--- config.mk ---
export PLATFORM = sky130hd
export DESIGN_NAME = hsl_status_limits
export DESIGN_NICKNAME = d
export VERILOG_FILES = /design/src/hsl_status_limits.v
export VERILOG_INCLUDE_DIRS = /design/src
export SDC_FILE = /design/constraint.sdc
export NUM_CORES = 1
export LEC_CHECK = 0
export BUFFER_PORTS_ARGS = -buffer_cell sky130_fd_sc_hd__clkbuf_2
export CAP_MARGIN = 20
export CORE_AREA = 2 2 170 172
export DETAILED_ROUTE_END_ITERATION = 10
export DIE_AREA = 0 0 172 174
export GPL_TIMING_DRIVEN = 0
export PLACE_DENSITY = 0.73
export RECOVER_POWER = 50
export SETUP_SLACK_MARGIN = 0.2
export SLEW_MARGIN = 5
export SYNTH_ARGS = -nofsm -noshare
export SYNTH_HDL_FRONTEND = slang
export SYNTH_SLANG_ARGS = --single-unit
export TNS_END_PERCENT = 100
--- constraint.sdc ---
create_clock -name i_sys_clk -period 6.2 [get_ports i_sys_clk]
set_input_delay 0 -clock i_sys_clk [delete_from_list [all_inputs] [get_ports i_sys_clk]]
set_output_delay 0 -clock i_sys_clk [all_outputs]
set_load 0.05 [all_outputs]
--- src/hsl_defines.vh ---
// Purpose: offsets, field positions, reset values and timing constants
//          for the secondary status and top-temperature register bank
// Assumes: 8-bit register bus, 100 MHz system clock
// Notes:   definitions only
`ifndef HSL_DEFINES_VH
`define HSL_DEFINES_VH

// register offsets
`define HSL_ADDR_SCRATCH_A 8'h97
`define HSL_ADDR_SCRATCH_B 8'h98
`define HSL_ADDR_SCRATCH_C 8'ha3
`define HSL_ADDR_READBACK_A 8'ha4
`define HSL_ADDR_FLAGS_ONE 8'ha5
`define HSL_ADDR_FLAGS_TWO 8'ha6
`define HSL_ADDR_FLAGS_THREE 8'ha7
`define HSL_ADDR_FAN_MODE 8'hab
`define HSL_ADDR_READBACK_B 8'had
`define HSL_ADDR_BOUND_Z1 8'hae
`define HSL_ADDR_BOUND_Z3 8'haf
`define HSL_ADDR_BOUND_Z2 8'hb3

// reset values
`define HSL_RST_SCRATCH_A 8'h5a
`define HSL_RST_SCRATCH_B 8'hf1
`define HSL_RST_SCRATCH_C 8'h00
`define HSL_RST_READBACK_A 8'h02
`define HSL_RST_READBACK_B 8'h00
`define HSL_RST_FLAGS 8'h00
`define HSL_RST_FAN_MODE 8'h00
`define HSL_RST_BOUND 8'h2d

// field layouts
`define HSL_F1_SUMMARY 7
`define HSL_F1_EVENT_MASK 8'h7f
`define HSL_F2_VALID_MASK 8'hdd
`define HSL_F3_VALID_MASK 8'h03
`define HSL_FAN_MODE_MASK 8'hfc
`define HSL_FAN1_HI 7
`define HSL_FAN1_LO 6
`define HSL_FAN2_HI 5
`define HSL_FAN2_LO 4
`define HSL_FAN3_HI 3
`define HSL_FAN3_LO 2

// adjustment timing
`define HSL_CLK_HZ 36'd100000000
`define HSL_SEC_PER_MIN 36'd60
`define HSL_DELAY_UNIT_MIN 36'd1
`define HSL_STEP_UNIT_C 4'd2
`define HSL_ZONES 3

`endif

--- src/hsl_status_limits.v ---
// Purpose: secondary status flags, fan input mode, test registers and
//          top-temperature bounds driving automatic low-limit adjustment
// Assumes: event levels and zone readings come from logic on i_sys_clk;
//          main supply good arrives from a pin
// Notes:   zone index 0 = zone 1 (remote diode 1), 1 = zone 2 (ambient),
//          2 = zone 3 (remote diode 2)
//
// Local design decision: strobed register access.
`timescale 1ns/1ns
`default_nettype none
`include "hsl_defines.vh"

// What this block does
// - lock makes top-temperature and two scratch test registers ignore writes
// - readback test register b reads 00 always; readback a reads 02
// - first flag register: summary, diode2, local, diode1, 5v, core, cpu, 2.5v
// - summary bit is read only; writing one does nothing
// - temperature flags clear on written one only when event gone
// - all three flag registers return to 00 on supply-good rise
// - secondary flags never raise an interrupt
// - second flag register: faults, three fan speeds, twelve volt
// - second and third flags clear on written one only when event gone
// - third flag register: battery in bit 1, standby in bit 0
// - flags set and clear exactly like their primary counterparts
// - fan mode register holds three two-bit fields, default 00
// - mode codes: normal, rotor lock high, rotor lock low, undefined
// - fan mode low two bits ignore writes and read zero
// - three top-temperature registers, default 2d each
// - top-temperature registers reload default on supply-good rise
// - reading above top with adjustment enabled lowers zone low limit
// - top value ignored unless zone adjustment enable is set
// - step code selects 2, 4, 6 or 8 degrees per adjustment
// - after adjusting, zone waits 1 to 4 minutes before next one
module hsl_status_limits #(
    parameter [35:0] P_MINUTE_CYCLES =
        `HSL_DELAY_UNIT_MIN * `HSL_SEC_PER_MIN * `HSL_CLK_HZ
) (
    input wire i_sys_clk,
    input wire i_reset,
    input wire [7:0] i_addr,
    input wire [7:0] i_wdata,
    input wire i_wr,
    input wire i_rd,
    output reg [7:0] o_rdata,
    input wire i_lock,
    input wire i_main_supply_good,
    input wire [6:0] i_event_one,
    input wire [7:0] i_event_two,
    input wire [1:0] i_event_three,
    input wire [7:0] i_zone_one_temp,
    input wire [7:0] i_zone_two_temp,
    input wire [7:0] i_zone_three_temp,
    input wire [2:0] i_auto_low_limit_adjust,
    input wire [5:0] i_adjust_step_code,
    input wire [5:0] i_adjust_delay_code,
    output reg [2:0] o_adjust_pulse,
    output reg [11:0] o_adjust_amount,
    output reg [2:0] o_adjust_holdoff,
    output reg [1:0] o_fan_one_mode,
    output reg [1:0] o_fan_two_mode,
    output reg [1:0] o_fan_three_mode,
    output reg [7:0] o_upper_bound_zone_one,
    output reg [7:0] o_upper_bound_zone_two,
    output reg [7:0] o_upper_bound_zone_three
);

    // register storage
    reg [7:0] test_scratch_a_r;
    reg [7:0] test_scratch_b_r;
    reg [7:0] test_scratch_c_r;
    reg [6:0] flags_one_r;
    reg [7:0] flags_two_r;
    reg [1:0] flags_three_r;
    reg [7:0] fan_input_mode_r;
    reg [7:0] bound_r [0:2];

    // supply good synchroniser
    reg pg_s1_r;
    reg pg_s2_r;
    reg pg_s3_r;
    reg pg_level_r;
    wire pg_rise;

    function wr_hit;
        input [7:0] addr;
        input [7:0] target;
        input wr;
        begin
            wr_hit = wr && (addr == target);
        end
    endfunction

    // sticky flag: event sets, written one clears only with event gone
    function [7:0] flag_next;
        input [7:0] cur;
        input [7:0] evt;
        input [7:0] clr;
        begin
            flag_next = (cur | evt) & ~(clr & ~evt);
        end
    endfunction

    // change accepted only once stages two and three agree
    assign pg_rise = pg_s2_r & pg_s3_r & ~pg_level_r;

    always @(posedge i_sys_clk or posedge i_reset) begin
        if (i_reset) begin
            pg_s1_r <= 1'b0;
            pg_s2_r <= 1'b0;
            pg_s3_r <= 1'b0;
            pg_level_r <= 1'b0;
        end else begin
            pg_s1_r <= i_main_supply_good;
            pg_s2_r <= pg_s1_r;
            pg_s3_r <= pg_s2_r;
            if (pg_s2_r == pg_s3_r) begin
                pg_level_r <= pg_s3_r;
            end
        end
    end

    wire wr_scr_a = wr_hit(i_addr, `HSL_ADDR_SCRATCH_A, i_wr);
    wire wr_scr_b = wr_hit(i_addr, `HSL_ADDR_SCRATCH_B, i_wr);
    wire wr_scr_c = wr_hit(i_addr, `HSL_ADDR_SCRATCH_C, i_wr);
    wire wr_f1 = wr_hit(i_addr, `HSL_ADDR_FLAGS_ONE, i_wr);
    wire wr_f2 = wr_hit(i_addr, `HSL_ADDR_FLAGS_TWO, i_wr);
    wire wr_f3 = wr_hit(i_addr, `HSL_ADDR_FLAGS_THREE, i_wr);
    wire wr_fan = wr_hit(i_addr, `HSL_ADDR_FAN_MODE, i_wr);
    wire wr_z1 = wr_hit(i_addr, `HSL_ADDR_BOUND_Z1, i_wr);
    wire wr_z2 = wr_hit(i_addr, `HSL_ADDR_BOUND_Z2, i_wr);
    wire wr_z3 = wr_hit(i_addr, `HSL_ADDR_BOUND_Z3, i_wr);

    // scratch test registers; a and b lock, c does not
    always @(posedge i_sys_clk or posedge i_reset) begin
        if (i_reset) begin
            test_scratch_a_r <= `HSL_RST_SCRATCH_A;
            test_scratch_b_r <= `HSL_RST_SCRATCH_B;
            test_scratch_c_r <= `HSL_RST_SCRATCH_C;
        end else begin
            if (wr_scr_a && !i_lock) begin
                test_scratch_a_r <= i_wdata;
            end
            if (wr_scr_b && !i_lock) begin
                test_scratch_b_r <= i_wdata;
            end
            if (wr_scr_c) begin
                test_scratch_c_r <= i_wdata;
            end
        end
    end

    // secondary flags: no interrupt path exists from here
    wire [7:0] f1_cur = {1'b0, flags_one_r};
    wire [7:0] f1_evt = {1'b0, i_event_one};
    wire [7:0] f1_clr = wr_f1 ? (i_wdata & `HSL_F1_EVENT_MASK) : 8'h00;
    wire [7:0] f1_nxt = flag_next(f1_cur, f1_evt, f1_clr);
    wire [7:0] f2_evt = i_event_two & `HSL_F2_VALID_MASK;
    wire [7:0] f2_clr = wr_f2 ? i_wdata : 8'h00;
    wire [7:0] f2_nxt = flag_next(flags_two_r, f2_evt, f2_clr)
        & `HSL_F2_VALID_MASK;
    wire [7:0] f3_evt = {6'h00, i_event_three};
    wire [7:0] f3_clr = wr_f3 ? (i_wdata & `HSL_F3_VALID_MASK) : 8'h00;
    wire [7:0] f3_nxt = flag_next({6'h00, flags_three_r}, f3_evt, f3_clr);

    // one process per bank keeps each bank's reload easy to trace
    always @(posedge i_sys_clk or posedge i_reset) begin
        if (i_reset) begin
            flags_one_r <= 7'h00;
        end else if (pg_rise) begin
            flags_one_r <= 7'h00;
        end else begin
            flags_one_r <= f1_nxt[6:0];
        end
    end

    always @(posedge i_sys_clk or posedge i_reset) begin
        if (i_reset) begin
            flags_two_r <= `HSL_RST_FLAGS;
        end else if (pg_rise) begin
            flags_two_r <= `HSL_RST_FLAGS;
        end else begin
            flags_two_r <= f2_nxt;
        end
    end

    always @(posedge i_sys_clk or posedge i_reset) begin
        if (i_reset) begin
            flags_three_r <= 2'h0;
        end else if (pg_rise) begin
            flags_three_r <= 2'h0;
        end else begin
            flags_three_r <= f3_nxt[1:0];
        end
    end

    // summary mirrors the other two banks; writes never touch it
    wire summary = (|flags_two_r) | (|flags_three_r);

    // fan input mode; reserved low bits held at zero
    always @(posedge i_sys_clk or posedge i_reset) begin
        if (i_reset) begin
            fan_input_mode_r <= `HSL_RST_FAN_MODE;
        end else if (wr_fan) begin
            fan_input_mode_r <= i_wdata & `HSL_FAN_MODE_MASK;
        end
    end

    // code 11 is passed on as is; consumers treat it as undefined
    always @(posedge i_sys_clk or posedge i_reset) begin
        if (i_reset) begin
            o_fan_one_mode <= 2'b00;
        end else begin
            o_fan_one_mode <= fan_input_mode_r[`HSL_FAN1_HI:`HSL_FAN1_LO];
        end
    end

    always @(posedge i_sys_clk or posedge i_reset) begin
        if (i_reset) begin
            o_fan_two_mode <= 2'b00;
        end else begin
            o_fan_two_mode <= fan_input_mode_r[`HSL_FAN2_HI:`HSL_FAN2_LO];
        end
    end

    always @(posedge i_sys_clk or posedge i_reset) begin
        if (i_reset) begin
            o_fan_three_mode <= 2'b00;
        end else begin
            o_fan_three_mode <=
                fan_input_mode_r[`HSL_FAN3_HI:`HSL_FAN3_LO];
        end
    end

    // top-temperature bounds
    wire [2:0] wr_bound = {wr_z3, wr_z2, wr_z1};
    wire [23:0] zone_temps =
        {i_zone_three_temp, i_zone_two_temp, i_zone_one_temp};

    genvar z;
    generate
        for (z = 0; z < `HSL_ZONES; z = z + 1) begin : g_zone
            reg [35:0] cyc_r;
            reg [2:0] min_r;
            wire [7:0] temp = zone_temps[z*8 +: 8];
            wire [1:0] step = i_adjust_step_code[z*2 +: 2];
            wire [1:0] dly = i_adjust_delay_code[z*2 +: 2];
            wire hold = (min_r != 3'd0);
            // bound only consulted for an enabled zone
            wire over = i_auto_low_limit_adjust[z] &&
                ($signed(temp) > $signed(bound_r[z]));

            always @(posedge i_sys_clk or posedge i_reset) begin
                if (i_reset) begin
                    bound_r[z] <= `HSL_RST_BOUND;
                end else if (pg_rise) begin
                    bound_r[z] <= `HSL_RST_BOUND;
                end else if (wr_bound[z] && !i_lock) begin
                    bound_r[z] <= i_wdata;
                end
            end

            always @(posedge i_sys_clk or posedge i_reset) begin
                if (i_reset) begin
                    cyc_r <= 36'd0;
                    min_r <= 3'd0;
                    o_adjust_pulse[z] <= 1'b0;
                    o_adjust_amount[z*4 +: 4] <= 4'd0;
                end else begin
                    o_adjust_pulse[z] <= 1'b0;
                    if (over && !hold) begin
                        o_adjust_pulse[z] <= 1'b1;
                        o_adjust_amount[z*4 +: 4] <=
                            ({2'b00, step} + 4'd1)
                            * `HSL_STEP_UNIT_C;
                        min_r <= {1'b0, dly} + 3'd1;
                        cyc_r <= P_MINUTE_CYCLES - 36'd1;
                    end else if (hold) begin
                        if (cyc_r == 36'd0) begin
                            min_r <= min_r - 3'd1;
                            cyc_r <= P_MINUTE_CYCLES - 36'd1;
                        end else begin
                            cyc_r <= cyc_r - 36'd1;
                        end
                    end
                end
            end

            always @(posedge i_sys_clk or posedge i_reset) begin
                if (i_reset) begin
                    o_adjust_holdoff[z] <= 1'b0;
                end else begin
                    o_adjust_holdoff[z] <= hold;
                end
            end
        end
    endgenerate

    always @(posedge i_sys_clk or posedge i_reset) begin
        if (i_reset) begin
            o_upper_bound_zone_one <= `HSL_RST_BOUND;
        end else begin
            o_upper_bound_zone_one <= bound_r[0];
        end
    end

    always @(posedge i_sys_clk or posedge i_reset) begin
        if (i_reset) begin
            o_upper_bound_zone_two <= `HSL_RST_BOUND;
        end else begin
            o_upper_bound_zone_two <= bound_r[1];
        end
    end

    always @(posedge i_sys_clk or posedge i_reset) begin
        if (i_reset) begin
            o_upper_bound_zone_three <= `HSL_RST_BOUND;
        end else begin
            o_upper_bound_zone_three <= bound_r[2];
        end
    end

    // unmapped offsets read zero so probing software sees no stale data
    function [7:0] rd_select;
        input [7:0] addr;
        input [7:0] scr_a;
        input [7:0] scr_b;
        input [7:0] scr_c;
        input [7:0] flags1;
        input [7:0] flags2;
        input [7:0] flags3;
        input [7:0] fan;
        input [7:0] z1;
        input [7:0] z2;
        input [7:0] z3;
        begin
            case (addr)
                `HSL_ADDR_SCRATCH_A: rd_select = scr_a;
                `HSL_ADDR_SCRATCH_B: rd_select = scr_b;
                `HSL_ADDR_SCRATCH_C: rd_select = scr_c;
                `HSL_ADDR_READBACK_A: rd_select = `HSL_RST_READBACK_A;
                `HSL_ADDR_FLAGS_ONE: rd_select = flags1;
                `HSL_ADDR_FLAGS_TWO: rd_select = flags2;
                `HSL_ADDR_FLAGS_THREE: rd_select = flags3;
                `HSL_ADDR_FAN_MODE: rd_select = fan;
                `HSL_ADDR_READBACK_B: rd_select = `HSL_RST_READBACK_B;
                `HSL_ADDR_BOUND_Z1: rd_select = z1;
                `HSL_ADDR_BOUND_Z2: rd_select = z2;
                `HSL_ADDR_BOUND_Z3: rd_select = z3;
                default: rd_select = 8'h00;
            endcase
        end
    endfunction

    // read path: data in the cycle after the strobe, otherwise zero
    wire [7:0] rd_mux = rd_select(i_addr, test_scratch_a_r,
        test_scratch_b_r, test_scratch_c_r, {summary, flags_one_r},
        flags_two_r, {6'h00, flags_three_r}, fan_input_mode_r,
        bound_r[0], bound_r[1], bound_r[2]);

    always @(posedge i_sys_clk or posedge i_reset) begin
        if (i_reset) begin
            o_rdata <= 8'h00;
        end else if (i_rd) begin
            o_rdata <= rd_mux;
        end else begin
            o_rdata <= 8'h00;
        end
    end

endmodule
`default_nettype wire

==> impl_results.md <==
- Initial core utilization: 43.99%
- Total gr overflow: 0
- Ports: 134
- CTS tree: built
- Average wire per standard cell: 17.61 microns
- Drt via density: 5.791
- Die Area: 29930 sq um
- Register Area: 6122 sq um
- Worst vdd ir: 0.1787 mV
- Main area contributors after synthesis: dfrtp_1, dfstp_2, ha_1
- Placed cells: 1798
- Critical Path RT: 6.44 ns
- Final Critical Period: 3.937 ns
- CP endpoint kind: async pin
- Crit Path Category: in -> async
- Hold Path Class: in -> reg
- Reg clk slew, reported paths: 0.06 ns
- Final nets: 1621
- Root Buffer: clkbuf_16
- Worst EP arrival: 4.17 ns
- DRC errors left: 0
- Slowest-stage cell, CP: clkbuf_1
- Crit share post-route: 63.49%
- FFs w/ async S/R, synth: 100.0%
- Fmax: 254.0 MHz
- LEAKAGE: 6.507 nW
- Clock Tree Buf Depth: 3
- Slew headroom: -39.26%
- Worst R2R Start: g_zone[1].cyc_r[7]
- Crit path launch type: primary input
- Yosys top cell area share: 42.30%
- HPWL after DPL: 23.23 mm
- Antenna diodes: 0
- Yosys reg bits: 243
- Largest net degree at the start of global routing: 40
- Netlist cell types: 74
- Power Density: 237.6 nW/um^2
- CTS H-tree depth: 1
- Fin cells: 1904
- Initial detailed-routing violation count: 844
- Syn Inst Count: 1283
- Sink Count: 243
- Final slew viol count: 213
- # rows: 62
- Setup_tns: 0 ns
- Yosys warns: 0
- Ratio of cells with drive above 1 in the final layout: 17.04%
- Initial antenna violation count: 0
- Area leader, netlist: dfrtp_1
- Most common flop cell mapped by yosys: dfrtp_1
- First-pass GRT wire length: 54.65 mm
- Max-cap violations: 6
- Final hold vios: 0
- Status: complete, but fails checks
- Pre-antenna DRT Iters: 7
- Core Region: 28240 sq um
- DRT antenna net count: 0
- Gp weighted congestion: 0.8767
- Area grow syn2layout: 21.07%
- Die H: 174 microns
- Power Total: 3.574 mW
- Final setup fails: 0
- Netlist area before placement: 12420 sq um
- Vias in the first global route: 10.86k
- Worst stage delay on the critical path: 1.58 ns
- Critical Path, Cell by Cell: dlygate4sd3_1 > clkbuf_2 > clkinvlp_2 > clkbuf_1 > clkbuf_1
- Failing checks: max-capacitance violations, max-slew violations
- Avg Inst Size Synth: 9.682 sq um
- Final worst clock skew: 0.03127 ns
- Vias: 11.03k
- Crit path buffers/inverters: 5
- Post-synthesis sequential area ratio: 49.28%
- Crit-path max FO: 39
- Gr usage total: 22.36%
- Worst path top cell family by delay: buffers and inverters
- Die X: 172 microns
- Drt total wl: 33.54 mm
- Fillers: 2534
- Hold Startpoint: i_addr[4]
- Num CTS Buffers: 26
- Slew @ Worst Pin: 2.089 ns
- Unrepaired setup endpoints after global routing: no
- Clk_lat worst skew: 0.55 ns
- Port-buffer cells: 122
- Postcts setup bufs: 0
- Setup crit start: i_reset
- Multi-input logic area: 5804 sq um
- Post-synth EDFFs: 0
- Cell mode on critical path: clkbuf_1
==> per-stage QoR <==
| stage | setup WS (ns) | hold WS, ns | instance area (sq um) | util, % |
|---|---|---|---|---|
| floorplan | 3.037 | 0.03143 | 12430 | - |
| CTS | 2.807 | 0.0003810 | 15140 | 53.62 |
| global placement | 1.541 | 0.1104 | 13520 | 47.90 |
| detailed placement | 2.815 | 0.002641 | 13670 | 48.42 |
| global route | 1.448 | 0.07264 | 15040 | 53.26 |
| finish | 2.263 | 0.02830 | 15040 | 53.26 |
==> Yosys cell counts (29+ instances only) <==
master / count
a21oi_1: 85
a31oi_1: 29
clkbuf_1: 50
dfrtp_1: 210
dfstp_2: 33
ha_1: 43
inv_1: 56
mux2_2: 38
nand2_1: 120
nand3_1: 54
nor2_1: 78
nor3_1: 59
o21ai_0: 76
o31ai_1: 34
==> cells in the final DEF, fill, tap and decap left out, types with 14 or more instances in the layout <==
cell	netlist	final
dfrtp_1	210	210
clkbuf_2	3	125
nand2_1	120	120
a21oi_1	85	85
nor2_1	78	78
o21ai_0	76	76
clkbuf_1	50	61
nor3_1	59	59
dlygate4sd3_1	0	58
inv_1	56	55
nand3_1	54	54
ha_1	43	43
mux2_2	38	38
o31ai_1	34	34
a31oi_1	29	29
nor4_1	27	27
clkbuf_16	0	26
dfstp_2	33	22
a211o_1	19	19
or4_1	17	17
nand4_1	17	17
and3_1	17	17
or3_1	16	16
nor2b_1	14	14
==> per-layer routing <==
metal	GRT usage [%]	share of wire [%]	vias up	wire length, microns
met1	30.03	43	5371	14460
met4	8.964	3.7	0	1230
li1	-	-	5186	-
met5	0	0	-	0
met3	3.461	6.2	90	2073
met2	36.24	47	380	15780
==> worst min-delay path, stage by stage <==
cell and delay (ns):
clkbuf_2 0.15, nor3_1 0.15, nand3_1 0.12, a41oi_1 0.11
==> cells by family after synthesis <==
logic type	Yosys count	share of synthesized area, %
AO/OA/AOI/OAI	348	18.20
XOR/XNOR	9	0.6345
adder cells (fa/ha/maj)	43	4.331
buffers and inverters	124	4.110
flip-flops	243	49.28
multiplexers	46	4.089
other	1	0.03019
AND/OR/NAND/NOR	469	19.32
==> path summary, 6_finish.rpt <==
| check | end | slack, ns | cells after the start |
|---|---|---|---|
| worst min register to register | o_upper_bound_zone_three[2] | 0.37 | 0 |
| worst max-delay path | g_zone[1].min_r[1] | 2.26 | 5 |
| max in group i_sys_clk | g_zone[1].cyc_r[34] | 2.74 | 9 |
| worst max register to register | g_zone[1].cyc_r[34] | 2.74 | 9 |
| worst min-delay path | o_rdata[5] | 0.03 | 4 |
| min in group asynchronous | o_adjust_amount[10] | 0.08 | 3 |
==> cell type report <==
type                    instances  share of cell area [%]
repair buffers                187                   8.203
clock inverters                16                   1.356
clock buffers                  32                   4.542
multi-input cells             918                   38.59
plain buffers                  66                   1.947
flip-flops and latches        243                   40.71
inverters                      58                   1.456
well taps                     384                   3.195
==> flip-flops by register name, indices dropped and copies added, names as in the netlist, 8 cells and up <==
name and count:
o_adjust_amount 9, g_zone.min_r 9, o_upper_bound_zone_two 8, o_upper_bound_zone_one 8, o_upper_bound_zone_three 8, test_scratch_a_r 8, o_rdata 8, bound_r 24
test_scratch_c_r 8, test_scratch_b_r 8, g_zone.cyc_r 108
==> where the power goes <==
group	total (mW)	internal (mW)	switching [mW]
registers	1.68	1.64	0.0457
logic	0.269	0.109	0.160
clock network	1.62	0.957	0.664
total	3.57	2.70	0.870
==> repair_timing <==
action                                 in CTS  in global routing
hold buffers                               58                  0
endpoints found under the hold margin     167                  0
resized for setup                           0                  0
setup endpoints to repair                   0                  0
(Power assumes the default switching activity.)
